**src/rtl/sdc_pkg.sv**
```systemverilog
/*
 Constants, register map and current table for the stepper drive
 configuration block. Assumes one controller sample per clock cycle.
*/
package sdc_pkg;
  localparam int          AXES       = 4;
  localparam int          ADDR_W     = 8;
  localparam int          MA_W       = 12;
  localparam int          HOLD_W     = 15;
  localparam int          RCODE_W    = 5;
  localparam int          MSTEP_W    = 7;
  // ****************************************
  // Register byte offsets and axis page numbers
  // ****************************************
  localparam logic [7:0]  OFS_CTRL   = 8'h00;
  localparam logic [7:0]  OFS_CMD    = 8'h04;
  localparam logic [7:0]  OFS_FCLASS = 8'h08;
  localparam logic [7:0]  OFS_FRES   = 8'h0c;
  localparam logic [7:0]  OFS_STAT   = 8'h10;
  localparam logic [7:0]  OFS_ISTAT  = 8'h14;
  localparam logic [7:0]  OFS_IMASK  = 8'h18;
  localparam logic [3:0]  PAGE_CUR   = 4'h2;
  localparam logic [3:0]  PAGE_HOLD  = 4'h3;
  localparam logic [3:0]  PAGE_RES   = 4'h4;
  // ****************************************
  // Fields and reset values
  // ****************************************
  localparam int          CMD_OFF_BIT = 0;
  localparam int          CMD_ON_BIT  = 1;
  localparam int          INT_ESTOP   = 0;
  localparam int          INT_BADCODE = 1;
  localparam int          INT_IDLE    = 2;
  localparam int          INT_W       = 3;
  localparam logic [1:0]  CUR_RESET   = 2'h1;
  localparam logic [14:0] HOLD_FULL   = 15'h0000;
  localparam logic [14:0] HOLD_LOW    = 15'h0001;
  localparam logic [14:0] HOLD_TIMED  = 15'h0002;
  localparam logic [4:0]  RES_FULL    = 5'h01;
  localparam logic [4:0]  RES_HALF    = 5'h02;
  localparam logic [4:0]  RES_QUART   = 5'h04;
  localparam logic [4:0]  RES_SIXT    = 5'h10;
  localparam logic [6:0]  MSTEP_FIXED = 7'h40;
  localparam int          QUART_SHIFT = 2;
  localparam logic [1:0]  FCLASS_ESTOP = 2'h3;
  localparam logic [7:0]  FCODE_ESTOP  = 8'h03;

  // Peak current in mA for a variant and a current code
  function automatic logic [11:0] sdc_peak_ma(input logic hi,
                                              input logic [1:0] code);
    case (code)
      2'h0:    sdc_peak_ma = 12'h1f4;
      2'h1:    sdc_peak_ma = hi ? 12'h3e8 : 12'h2ee;
      2'h2:    sdc_peak_ma = hi ? 12'h7d0 : 12'h3e8;
      default: sdc_peak_ma = hi ? 12'hbb8 : 12'h578;
    endcase
  endfunction
endpackage

```
**src/rtl/sdc_stepper_drive_config.sv**
```systemverilog
/*
 Four-axis stepper drive configuration with emergency shutdown,
 fault query, interrupt and APB register access.
 Assumes an APB master on the same clock; one sample per clock cycle.
*/
`timescale 1ns/10ps
`default_nettype none
module sdc_stepper_drive_config
  import sdc_pkg::*;
(
  input  wire logic                          sys_clk_in,
  input  wire logic                          reset_in,
  input  wire logic                          psel_in,
  input  wire logic                          penable_in,
  input  wire logic                          pwrite_in,
  input  wire logic [ADDR_W-1:0]             paddr_in,
  input  wire logic [31:0]                   pwdata_in,
  output logic                               pready_out,
  output logic      [31:0]                   prdata_out,
  output logic                               pslverr_out,
  input  wire logic                          emergency_shutdown_input_in,
  input  wire logic                          program_running_in,
  input  wire logic [AXES-1:0]               motion_in,
  input  wire logic [AXES-1:0]               ref_moving_in,
  input  wire logic [AXES-1:0]               step_in,
  output logic      [AXES-1:0][MA_W-1:0]     current_ma_out,
  output logic      [AXES-1:0]               amp_enable_out,
  output logic      [AXES-1:0][MSTEP_W-1:0]  microstep_out,
  output logic      [AXES-1:0]               step_out,
  output logic                               fault_handler_start_out,
  output logic                               irq_out
);
  // ****************************************
  // Declarations
  // ****************************************
  logic                        estop_s1_ff;
  logic                        estop_s2_ff;
  logic                        estop_s3_ff;
  logic                        estop_rise;
  logic                        hi_variant_ff;
  logic                        drive_on_ff;
  logic                        shutdown_ff;
  logic                        off_seen_ff;
  logic [1:0]                  fclass_ff;
  logic [INT_W-1:0]            istat_ff;
  logic [INT_W-1:0]            imask_ff;
  logic [INT_W-1:0]            int_evt;
  logic                        acc;
  logic                        ld;
  logic                        fire;
  logic                        wr_fire;
  logic                        rd_fire;
  logic                        mapped;
  logic                        axis_page;
  logic [1:0]                  axis_sel;
  logic                        cmd_off;
  logic                        cmd_on;
  logic [7:0]                  fault_code;
  logic [31:0]                 nxt_rdata;
  logic [AXES-1:0]             wr_cur;
  logic [AXES-1:0]             wr_hold;
  logic [AXES-1:0]             wr_res;
  logic [AXES-1:0][1:0]        cur_code;
  logic [AXES-1:0][HOLD_W-1:0] hold_val;
  logic [AXES-1:0][RCODE_W-1:0] res_code;
  logic [AXES-1:0]             resting;
  logic [AXES-1:0]             bad_code;
  logic [AXES-1:0]             idle_off;

  // ****************************************
  // Shutdown input synchroniser
  // ****************************************
  always_ff @(posedge sys_clk_in) begin
    if (reset_in) begin
      estop_s1_ff <= 1'b0;
      estop_s2_ff <= 1'b0;
      estop_s3_ff <= 1'b0;
    end else begin
      estop_s1_ff <= emergency_shutdown_input_in;
      estop_s2_ff <= estop_s1_ff;
      estop_s3_ff <= estop_s2_ff;
    end
  end
  assign estop_rise = estop_s2_ff & ~estop_s3_ff;

  // ****************************************
  // APB decode
  // ****************************************
  assign acc       = psel_in & penable_in;
  assign ld        = acc & ~pready_out;
  assign fire      = acc & pready_out;
  assign wr_fire   = fire & pwrite_in;
  assign rd_fire   = fire & ~pwrite_in;
  assign axis_sel  = paddr_in[3:2];
  assign axis_page = (paddr_in[7:4] == PAGE_CUR) ||
                     (paddr_in[7:4] == PAGE_HOLD) ||
                     (paddr_in[7:4] == PAGE_RES);
  assign mapped    = (paddr_in[1:0] == 2'b00) &&
                     (axis_page || paddr_in <= OFS_IMASK);
  assign cmd_off   = wr_fire && paddr_in == OFS_CMD &&
                     pwdata_in[CMD_OFF_BIT];
  assign cmd_on    = wr_fire && paddr_in == OFS_CMD &&
                     pwdata_in[CMD_ON_BIT] && !pwdata_in[CMD_OFF_BIT];

  always_comb begin
    for (int i = 0; i < AXES; i++) begin
      wr_cur[i]  = wr_fire && paddr_in[7:4] == PAGE_CUR &&
                   axis_sel == i[1:0] && paddr_in[1:0] == 2'b00;
      wr_hold[i] = wr_fire && paddr_in[7:4] == PAGE_HOLD &&
                   axis_sel == i[1:0] && paddr_in[1:0] == 2'b00;
      wr_res[i]  = wr_fire && paddr_in[7:4] == PAGE_RES &&
                   axis_sel == i[1:0] && paddr_in[1:0] == 2'b00;
    end
  end

  // Shutdown class reports 3 while tripped; other classes have no source
  assign fault_code = (fclass_ff == FCLASS_ESTOP && estop_s2_ff) ?
                      FCODE_ESTOP : 8'h00;

  always_comb begin
    nxt_rdata = 32'h0;
    if (axis_page) begin
      case (paddr_in[7:4])
        PAGE_CUR:  nxt_rdata = {30'h0, cur_code[axis_sel]};
        PAGE_HOLD: nxt_rdata = {17'h0, hold_val[axis_sel]};
        PAGE_RES:  nxt_rdata = {27'h0, res_code[axis_sel]};
        default:   nxt_rdata = 32'h0;
      endcase
    end else begin
      case (paddr_in)
        OFS_CTRL:   nxt_rdata = {31'h0, hi_variant_ff};
        OFS_FCLASS: nxt_rdata = {30'h0, fclass_ff};
        OFS_FRES:   nxt_rdata = {24'h0, fault_code};
        OFS_STAT:   nxt_rdata = {20'h0, resting, amp_enable_out,
                                 off_seen_ff, estop_s2_ff,
                                 shutdown_ff, drive_on_ff};
        OFS_ISTAT:  nxt_rdata = {29'h0, istat_ff};
        OFS_IMASK:  nxt_rdata = {29'h0, imask_ff};
        default:    nxt_rdata = 32'h0;
      endcase
    end
  end

  // ****************************************
  // APB answer: one wait state
  // ****************************************
  always_ff @(posedge sys_clk_in) begin
    if (reset_in) begin
      pready_out  <= 1'b0;
      prdata_out  <= 32'h0;
      pslverr_out <= 1'b0;
    end else begin
      pready_out  <= ld;
      pslverr_out <= ld & ~mapped;
      if (ld && !pwrite_in) begin
        prdata_out <= mapped ? nxt_rdata : 32'h0;
      end
    end
  end

  // ****************************************
  // Software settings
  // ****************************************
  always_ff @(posedge sys_clk_in) begin
    if (reset_in) begin
      hi_variant_ff <= 1'b0;
      fclass_ff     <= 2'h0;
      imask_ff      <= '0;
    end else if (wr_fire) begin
      if (paddr_in == OFS_CTRL) begin
        hi_variant_ff <= pwdata_in[0];
      end
      if (paddr_in == OFS_FCLASS) begin
        fclass_ff <= pwdata_in[1:0];
      end
      if (paddr_in == OFS_IMASK) begin
        imask_ff <= pwdata_in[INT_W-1:0];
      end
    end
  end

  // ****************************************
  // Drive enable and shutdown recovery
  // ****************************************
  always_ff @(posedge sys_clk_in) begin
    if (reset_in) begin
      drive_on_ff <= 1'b1;
      shutdown_ff <= 1'b0;
      off_seen_ff <= 1'b0;
    end else begin
      if (estop_rise) begin
        drive_on_ff <= 1'b0;
        shutdown_ff <= 1'b1;
        off_seen_ff <= 1'b0;
      end else if (cmd_off) begin
        drive_on_ff <= 1'b0;
        off_seen_ff <= shutdown_ff;
      end else if (cmd_on && !estop_s2_ff &&
                   (!shutdown_ff || off_seen_ff)) begin
        drive_on_ff <= 1'b1;
        shutdown_ff <= 1'b0;
        off_seen_ff <= 1'b0;
      end
    end
  end

  // ****************************************
  // Fault handler start and interrupts
  // ****************************************
  assign int_evt = {(|idle_off), (|bad_code), estop_rise};

  always_ff @(posedge sys_clk_in) begin
    if (reset_in) begin
      fault_handler_start_out <= 1'b0;
      istat_ff                <= '0;
      irq_out                 <= 1'b0;
    end else begin
      fault_handler_start_out <= estop_rise & program_running_in;
      if (rd_fire && paddr_in == OFS_ISTAT) begin
        istat_ff <= (istat_ff & ~prdata_out[INT_W-1:0]) | int_evt;
      end else begin
        istat_ff <= istat_ff | int_evt;
      end
      irq_out <= |(istat_ff & imask_ff);
    end
  end

  // ****************************************
  // Axes
  // ****************************************
  for (genvar g = 0; g < AXES; g++) begin : g_axis
    sdc_axis u_axis (
      .sys_clk_in     (sys_clk_in),
      .reset_in       (reset_in),
      .wr_cur_in      (wr_cur[g]),
      .wr_hold_in     (wr_hold[g]),
      .wr_res_in      (wr_res[g]),
      .wdata_in       (pwdata_in),
      .hi_current_in  (hi_variant_ff),
      .drive_on_in    (drive_on_ff),
      .motion_in      (motion_in[g]),
      .ref_moving_in  (ref_moving_in[g]),
      .step_in        (step_in[g]),
      .cur_code_out   (cur_code[g]),
      .hold_out       (hold_val[g]),
      .res_code_out   (res_code[g]),
      .microstep_out  (microstep_out[g]),
      .current_ma_out (current_ma_out[g]),
      .amp_en_out     (amp_enable_out[g]),
      .step_out       (step_out[g]),
      .resting_out    (resting[g]),
      .bad_code_out   (bad_code[g]),
      .idle_off_out   (idle_off[g])
    );
  end
endmodule
`default_nettype wire

```
**src/rtl/sdc_axis.sv**
```systemverilog
/*
 One axis of the stepper drive: current, hold and resolution settings,
 resting detection, idle amplifier timer and step gating.
 Assumes profiler, reference and step inputs come from the same clock.
*/
`timescale 1ns/10ps
`default_nettype none
module sdc_axis
  import sdc_pkg::*;
(
  input  wire logic               sys_clk_in,
  input  wire logic               reset_in,
  input  wire logic               wr_cur_in,
  input  wire logic               wr_hold_in,
  input  wire logic               wr_res_in,
  input  wire logic [31:0]        wdata_in,
  input  wire logic               hi_current_in,
  input  wire logic               drive_on_in,
  input  wire logic               motion_in,
  input  wire logic               ref_moving_in,
  input  wire logic               step_in,
  output logic      [1:0]         cur_code_out,
  output logic      [HOLD_W-1:0]  hold_out,
  output logic      [RCODE_W-1:0] res_code_out,
  output logic      [MSTEP_W-1:0] microstep_out,
  output logic      [MA_W-1:0]    current_ma_out,
  output logic                    amp_en_out,
  output logic                    step_out,
  output logic                    resting_out,
  output logic                    bad_code_out,
  output logic                    idle_off_out
);
  logic              cur_ok;
  logic              res_ok;
  logic              resting;
  logic              timed;
  logic              idle_ff;
  logic              step_p1_ff;
  logic [HOLD_W-1:0] cnt_ff;
  logic [MA_W-1:0]   peak;

  assign resting = ~motion_in & ~ref_moving_in;
  assign cur_ok  = (wdata_in[31:2] == 30'h0);
  assign res_ok  = (wdata_in[31:5] == 27'h0) &&
                   (wdata_in[4:0] == RES_FULL || wdata_in[4:0] == RES_HALF ||
                    wdata_in[4:0] == RES_QUART || wdata_in[4:0] == RES_SIXT);
  assign timed   = (hold_out >= HOLD_TIMED);
  assign peak    = sdc_peak_ma(hi_current_in, cur_code_out);
  assign resting_out = resting;

  // ****************************************
  // Settings
  // ****************************************
  always_ff @(posedge sys_clk_in) begin
    if (reset_in) begin
      cur_code_out <= CUR_RESET;
      hold_out     <= HOLD_FULL;
      res_code_out <= RES_FULL;
      bad_code_out <= 1'b0;
    end else begin
      if (wr_cur_in && cur_ok) begin
        cur_code_out <= wdata_in[1:0];
      end
      if (wr_hold_in) begin
        hold_out <= wdata_in[HOLD_W-1:0];
      end
      if (wr_res_in && res_ok) begin
        res_code_out <= wdata_in[RCODE_W-1:0];
      end
      bad_code_out <= (wr_cur_in & ~cur_ok) | (wr_res_in & ~res_ok);
    end
  end

  // ****************************************
  // Idle amplifier timer
  // ****************************************
  always_ff @(posedge sys_clk_in) begin
    if (reset_in) begin
      cnt_ff       <= '0;
      idle_ff      <= 1'b0;
      idle_off_out <= 1'b0;
    end else begin
      idle_off_out <= 1'b0;
      if (!resting || !timed) begin
        cnt_ff  <= '0;
        idle_ff <= 1'b0;
      end else if (!idle_ff) begin
        if (cnt_ff == hold_out) begin
          idle_ff      <= 1'b1;
          idle_off_out <= 1'b1;
        end else begin
          cnt_ff <= cnt_ff + 15'h0001;
        end
      end
    end
  end

  // ****************************************
  // Current, enable and step outputs
  // ****************************************
  always_ff @(posedge sys_clk_in) begin
    if (reset_in) begin
      current_ma_out <= '0;
      amp_en_out     <= 1'b0;
      step_p1_ff     <= 1'b0;
      step_out       <= 1'b0;
      microstep_out  <= '0;
    end else begin
      if (!drive_on_in) begin
        current_ma_out <= '0;
      end else if (resting && hold_out == HOLD_LOW) begin
        current_ma_out <= peak >> QUART_SHIFT;
      end else begin
        current_ma_out <= peak;
      end
      amp_en_out    <= drive_on_in & ~(idle_ff & resting);
      step_p1_ff    <= step_in;
      step_out      <= step_p1_ff & amp_en_out;
      microstep_out <= hi_current_in ? MSTEP_FIXED
                                     : {2'b00, res_code_out};
    end
  end
endmodule
`default_nettype wire

```
**config.mk**
```make
export PLATFORM = sky130hd
export DESIGN_NAME = sdc_stepper_drive_config
export DESIGN_NICKNAME = d
export VERILOG_FILES = /design/src/rtl/sdc_pkg.sv /design/src/rtl/sdc_stepper_drive_config.sv /design/src/rtl/sdc_axis.sv
export SDC_FILE = /design/constraint.sdc
export NUM_CORES = 1
export LEC_CHECK = 0
export ABC_CLOCK_PERIOD_IN_PS = 3810
export BUFFER_PORTS_ARGS = -buffer_cell sky130_fd_sc_hd__clkbuf_2
export CAP_MARGIN = 20
export CORE_ASPECT_RATIO = 1.5
export CORE_UTILIZATION = 55
export DETAILED_ROUTE_END_ITERATION = 8
export PLACE_DENSITY = 0.77
export SLEW_MARGIN = 0
export SYNTH_ARGS = -nofsm -noshare
export SYNTH_HDL_FRONTEND = slang
export SYNTH_SLANG_ARGS = --single-unit
```
**constraint.sdc**
```tcl
create_clock -name sys_clk_in -period 3.81 [get_ports sys_clk_in]
set_clock_uncertainty 0.1 [all_clocks]
set_input_delay 0.9525 -clock sys_clk_in [delete_from_list [all_inputs] [get_ports sys_clk_in]]
set_output_delay 0.9525 -clock sys_clk_in [all_outputs]
set_load 0.005 [all_outputs]
```
==> results of run 1 <==
worst max-delay path, cell delays in order:
cell,delay (ns)
clkbuf_2,0.08
nor4_1,0.36
nand4_1,0.35
nor3_4,0.57
nand3_2,0.26
a211o_1,0.35
worst max path at each step:
stage                        from                               end  cells after the start
finish              pwdata_in[15]  g_axis[0].u_axis.res_code_out[0]                      6
global route         pwdata_in[3]  g_axis[0].u_axis.res_code_out[0]                      6
CTS                   paddr_in[3]      g_axis[0].u_axis.hold_out[2]                      5
detailed placement    paddr_in[3]      g_axis[0].u_axis.hold_out[6]                      5
global placement    pwdata_in[15]  g_axis[2].u_axis.res_code_out[0]                      6
floorplan             paddr_in[5]                       istat_ff[1]                      5
cell usage in the layout, fill, tap and decap left out, drive strengths merged, types with 4 or more instances in the layout:
cell	netlist	layout
nor4	32	32
a21oi	102	102
nor2	167	167
a211oi	17	17
a22oi	15	15
nor2b	12	12
a31oi	13	13
ha	20	20
clkbuf	55	190
xor2	27	27
inv	28	28
nand3b	7	7
nand3	30	30
a211o	8	8
xnor2	51	51
o211ai	8	8
and2	28	28
nand4	32	32
nor4b	5	5
a22o	7	7
a2111oi	7	7
conb	1	21
bufinv	0	5
nor3	21	21
mux4	22	22
buf	59	24
a41o	7	7
nand2	173	173
or2	6	6
and3b	12	12
o21ai	25	25
a31o	14	14
or4	7	7
mux2i	52	52
or3	4	4
nand2b	16	16
dfxtp	275	275
and3	11	11
layout make-up:
class,instances,area [µm²]
repair buffers,180,961
clock buffers,34,679
multi-input cells,1018,6620
well taps,276,345
fillers,1860,8150
clock inverters,11,188
inverters,28,105
flip-flops and latches,275,5510
flip-flops by register name, summed over array words and instances (netlist names), 4 cells and up:
| signal | count |
|---|---|
| g_axis.u_axis.step_p1_ff | 4 |
| g_axis.u_axis.res_code_out | 20 |
| g_axis.u_axis.idle_ff | 4 |
| g_axis.u_axis.microstep_out | 21 |
| g_axis.u_axis.cnt_ff | 60 |
| prdata_out | 15 |
| g_axis.u_axis.bad_code_out | 4 |
| g_axis.u_axis.idle_off_out | 4 |
| g_axis.u_axis.amp_en_out | 4 |
| g_axis.u_axis.cur_code_out | 8 |
| g_axis.u_axis.current_ma_out | 48 |
| g_axis.u_axis.step_out | 4 |
| g_axis.u_axis.hold_out | 60 |
per-layer routing:
layer  up-vias  routed length, µm  global-route usage, %  share of wire (%)
li1       5164                  -                      -                  -
met1      5171              12700                   31.9                 37
met2       504              17700                   53.1                 51
met3       118               2340                   3.55                6.8
met4         0               1790                   15.2                5.2
met5         -                  0                      0                  0
through the flow:
| stage | std cells | instance area [µm²] | total power (µW) | hold slack [ns] | setup WS, ns |
|---|---|---|---|---|---|
| 4_1_cts | 1822 | 14400 | 5860 | 0.341 | 1.20 |
| 3_5_place_dp | 1777 | 13500 | 3230 | 0.325 | 0.680 |
| 3_3_place_gp | 1777 | 13500 | 3220 | 0.322 | 0.728 |
| 6_report | 1822 | 14400 | 5840 | 0.337 | 1.20 |
| 2_1_floorplan | 1435 | 12800 | 3140 | 0.314 | 1.25 |
| 5_1_grt | 1822 | 14400 | 5990 | 0.351 | 1.03 |
cells in the mapped netlist, types with 5 or more instances:
library cell	number	area [µm²]
nor2b_1	12	75.1
nand3b_1	7	52.6
buf_2	15	75.1
a31oi_1	13	81.3
dfxtp_1	275	5510
or2_2	5	31.3
nand4_1	31	194
nand2_1	172	646
mux4_2	21	473
and3_1	11	68.8
o211ai_1	7	52.6
nor4_1	28	175
a31o_2	14	123
a211o_1	8	70.1
nor4b_1	5	43.8
a2111oi_0	7	61.3
mux2i_1	52	521
and2_1	28	175
a211oi_1	15	113
o21ai_0	21	105
xor2_1	27	236
nand3_1	26	130
nor2_1	165	619
a22o_1	7	61.3
a22oi_1	15	113
buf_4	38	285
clkbuf_1	53	199
a21oi_1	101	505
nand2b_1	15	93.8
a41o_1	7	70.1
or4_1	6	45.0
inv_1	28	105
nor3_1	19	95.1
ha_1	20	250
and3b_1	12	105
xnor2_1	51	447
power groups by stage:
stage | combinational [µW] | sequential (µW) | clock (µW)
finish | 242 | 2920 | 2680
global route | 261 | 2920 | 2810
CTS | 239 | 2920 | 2700
detailed placement | 238 | 2990 | 0
global placement | 236 | 2990 | 0
floorplan | 151 | 2990 | 0
logic make-up (layout without fill, tap and decap cells):
group	Yosys count	count (layout)	share of synthesized area, %
xor gates and xnor gates	78	78	5.35
DFF	275	275	43.1
other	1	21	0.0294
muxes	76	76	8.16
adders and majority gates	20	20	1.96
AOI/OAI and AO/OA	248	248	12.9
buffers and inverters	142	253	5.63
and+or+nand+nor	575	575	22.8
==> flow_summary.toml, run 1 <==
[outcome]
outcome = "completed"

[pwr]
pwr-share-comb_pct = 4.1
cell_internal_pwr_uw = 4590
p_seq_share_pct = 50.0
switchingPower_uw = 1250
power_density_nw_per_um2 = 406
leakage_uw = 0.00601
irDropWorstVdd_mv = 0.301
p_sw_share_pct = 21.4
p_clk_share_pct = 45.8

[timing]
period_share_pct = 68.6
slew_violations = 0
hold_viol_final = 0
slew_headroom_pct = 30.3
setup_violations = 0
period_needed_ns = 2.61
worstMarginPinSlew_ns = 1.04
timing.fmax_mhz = 383
rsz0062_at_grt = "no"
setup_tns_ns = 0

[clocking]
cts_buffers = 25
cts_resized = 0
clk_pin_slew_ns = 0.06
cts_setup_buffers = 0
htreeDepth = 1
ctsLongestPathBuffers = 3
cts_hold_buf = 0
clock_latency_ns = 0.52
cts.sinks = 275
clock_tree.root_cell = "clkbuf_16"
cts_tree = "yes"

[setup_path]
crit_fanout = 8
rr_worst_depth = 5
r2r-end = "drive_on_ff"
worstPathArrival_ns = 2.92
required_ns = 4.12
r2r_start = "pready_out"
crit_path_end_kind = "register"
crit_type = "in -> reg"
startpoint_type = "input pin"
regToRegSetupSlack_ns = 1.47

[die]
num_io_pins = 179
dieArea_um2 = 23800
initial_core_util_pct = 56.6
dieWidth_um = 126
die_h_um = 189
coreArea_um2 = 22600
num_rows = 67

[placement]
numPortBuffers = 157
gp_congestion = 0.930
dp_hpwl_um = 25500

[cells_and_area]
drive_gt1_share_pct = 18.5
nNetsFinal = 1607
post-route-util_pct = 63.9
n_antenna_cell = 0
areaGrowthSynthToFinish_pct = 12.8

[logic_synthesis]
synth_ff_type = "dfxtp_1"
postSynthCellCount = 1415
ys_seq_area_share_pct = 43.1
async_reset_ff_share_pct = 0
avgSynthCellArea_um2 = 9.02
yosys_warnings = 0
synth_seq_cells = 275
syn-cell-area_um2 = 12800
synth_edf_count = 0
ys_types = 81

[flow_run]
drv_cap = 0

[grt]
grt_use_total_pct = 28.8
antenna_found_initial = 0
grt_max_degree = 44
grt.overflow.total = 0
grt_pass1_wl_um = 54600
grt_pass1_vias = 10500

[drt]
wl_per_cell_um = 18.9
ant_nets = 0
vias_per_cell = 6.01
wirelength_um = 34500
drtIter0Drc = 906
first_pass_iters = 5
route.vias.total = 11000
drc_errors = 0

[min_path]
hold_class = "reg -> reg"
hold_depth = 1
holdPathEnd = "estop_s2_ff"
min_from = "estop_s1_ff"
Note: power is estimated with default switching activity, not from simulation.
==> run 2: changes to the inputs <==
--- a/config.mk
+++ b/config.mk
@@ -5,13 +5,13 @@
 export SDC_FILE = /design/constraint.sdc
 export NUM_CORES = 1
 export LEC_CHECK = 0
-export ABC_CLOCK_PERIOD_IN_PS = 3810
+export ABC_CLOCK_PERIOD_IN_PS = 2150
 export BUFFER_PORTS_ARGS = -buffer_cell sky130_fd_sc_hd__clkbuf_2
 export CAP_MARGIN = 20
 export CORE_ASPECT_RATIO = 1.5
-export CORE_UTILIZATION = 55
+export CORE_UTILIZATION = 52
 export DETAILED_ROUTE_END_ITERATION = 8
-export PLACE_DENSITY = 0.77
+export PLACE_DENSITY = 0.76
 export SLEW_MARGIN = 0
 export SYNTH_ARGS = -nofsm -noshare
 export SYNTH_HDL_FRONTEND = slang
==> constraint.sdc (replaced) <==
create_clock -name sys_clk_in -period 2.15 [get_ports sys_clk_in]
set_clock_uncertainty 0.1 [all_clocks]
set_input_delay 0.5375 -clock sys_clk_in [delete_from_list [all_inputs] [get_ports sys_clk_in]]
set_output_delay 0.5375 -clock sys_clk_in [all_outputs]
set_load 0.005 [all_outputs]
==> run 2 against run 1 <==
Critical path depth unchanged. Routed wire length rose by 6.4%. Global-route usage is 0.27 points higher. Die area grew 5.7%. Design area up 7.7%. Via count rose by 6.0%. Combinational power is 120% higher. Non-clock buffer count up 127. Setup slack got worse by 1.1 ns. Clock-buffer cell count decreased by 2.
==> flow_summary.toml, run 2 (synthesized netlist as in run 1, its figures left out) <==
[outcome]
outcome = "completed"

[placement]
dp_hpwl_um = 27300
gp_congestion = 0.975
numPortBuffers = 157

[flow_run]
drv_cap = 0

[die]
dieArea_um2 = 25200
num_io_pins = 179
initial_core_util_pct = 53.4
dieWidth_um = 130
num_rows = 69
coreArea_um2 = 23900
die_h_um = 194

[setup_path]
crit_fanout = 8
crit_path_top_delay_cell = "or2_2"
crit_type = "reg -> reg"
required_ns = 2.48
worstPathArrival_ns = 2.40
cpPeakStageDelay_ns = 0.46
crit_path_end_kind = "register"
path_buf_inv = 0
startpoint_type = "register"
path_cells = "nor4_1, nand4_1, or2_2, nor2_1, a22oi_1, o211a_1"
crit_family = "simple AND/OR/NAND/NOR gates"

[cells_and_area]
fillers = 1969
layout.cells.most_common = "dfxtp_1"
nNetsFinal = 1735
final_cell_mix = "275 x dfxtp_1, 172 x nand2_1, 165 x nor2_1"
post-route-util_pct = 64.9
drive_gt1_share_pct = 25.2
largestRegisters = "g_axis.u_axis.cnt_ff (60), g_axis.u_axis.hold_out (60), g_axis.u_axis.current_ma_out (48)"
areaGrowthSynthToFinish_pct = 21.5
multiInputGateArea_um2 = 6660
seqCellArea_um2 = 5510

[drt]
wl_per_cell_um = 18.4
drc_errors = 0
drtIter0Drc = 942
wirelength_um = 36700
ant_nets = 0
first_pass_iters = 5
route.vias.total = 11600
vias_per_cell = 5.83

[clocking]
cts_buffers = 25
clock_tree.root_cell = "clkbuf_16"
ctsLongestPathBuffers = 3
cts_hold_buf = 0
clock_latency_ns = 0.54
cts_tree = "yes"
clk_pin_slew_ns = 0.06
htreeDepth = 1
cts.sinks = 275

[pwr]
irDropWorstVdd_mv = 0.532
leakage_uw = 0.00669
power_density_nw_per_um2 = 665
p_total_uw = 10300

[timing]
period_share_pct = 96.1
slew_headroom_pct = 41.7
worstMarginPinSlew_ns = 0.853
timing.fmax_mhz = 484
rsz0062_at_grt = "no"
hold_viol_final = 0
setup_violations = 0
period_needed_ns = 2.07
slew_violations = 0

[grt]
grt_use_total_pct = 29.0
antenna_found_initial = 1
grt_pass1_vias = 11200
grt_pass1_wl_um = 57500
grt_max_degree = 46
grt.overflow.total = 0

[min_path]
hold_class = "in -> reg"
run 2: cell types whose count changed in the layout (fill, tap and decap cells not counted), moves of 3 or more:
| cell | change |
|---|---|
| buf_4 | +119 |
| buf_12 | +7 |
| clkbuf_1 | -5 |
| clkinv_2 | +4 |
| clkbuf_8 | +3 |
run 2: final timing paths:
check | start | slack (ns) | cells after the start | endpoint
max reg2reg | g_axis[3].u_axis.hold_out[1] | 0.08 | 6 | g_axis[3].u_axis.current_ma_out[2]
max | g_axis[3].u_axis.hold_out[1] | 0.08 | 6 | g_axis[3].u_axis.current_ma_out[2]
min | step_in[3] | 0.11 | 2 | g_axis[3].u_axis.step_p1_ff
min reg2reg | estop_s1_ff | 0.34 | 1 | estop_s2_ff
run 2: through the flow:
step / std cells / setup TNS, ns / area (µm²) / hold slack [ns] / setup WS, ns
global placement: 1944 / -11.61 / 14600 / 0.318 / -0.394
detailed placement: 1945 / -12.11 / 14600 / 0.330 / -0.457
global route: 1993 / 0 / 15500 / 0.116 / 0.00667
floorplan: 1435 / 0 / 12800 / 0.314 / 0.00792
finish: 1993 / 0 / 15500 / 0.105 / 0.0832
CTS: 1989 / 0 / 15500 / 0.106 / 0.0214
run 2: final cells by class:
| cell class | count | share of cell area (%) |
|---|---|---|
| clock buffer | 32 | 4.52 |
| tap | 319 | 2.57 |
| antenna | 1 | 0.0161 |
| multi-input combinational | 1019 | 42.9 |
| clock inverter | 12 | 0.903 |
| timing repair buffer | 307 | 12.9 |
| inverter | 28 | 0.677 |
| sequential | 275 | 35.5 |
run 2: metal layers:
| metal | track usage (%) | vias to the layer above | part of all wire, % |
|---|---|---|---|
| li1 | - | 5430 | - |
| met1 | 30.7 | 5465 | 35 |
| met3 | 5.02 | 158 | 6.8 |
| met2 | 52.2 | 558 | 51 |
| met4 | 18.1 | 0 | 6.3 |
| met5 | 0 | - | 0 |
run 2: report_power, final:
group	total [µW]	switching (µW)	internal [µW]
Clock	4610	1950	2660
Combinational	537	300	237
Sequential	5180	25.6	5150
Total	10300	2270	8050
run 2: repair_timing:
item,in CTS,in global routing
buffers inserted,0,2
resized for setup,0,6
setup endpoints to repair,0,29
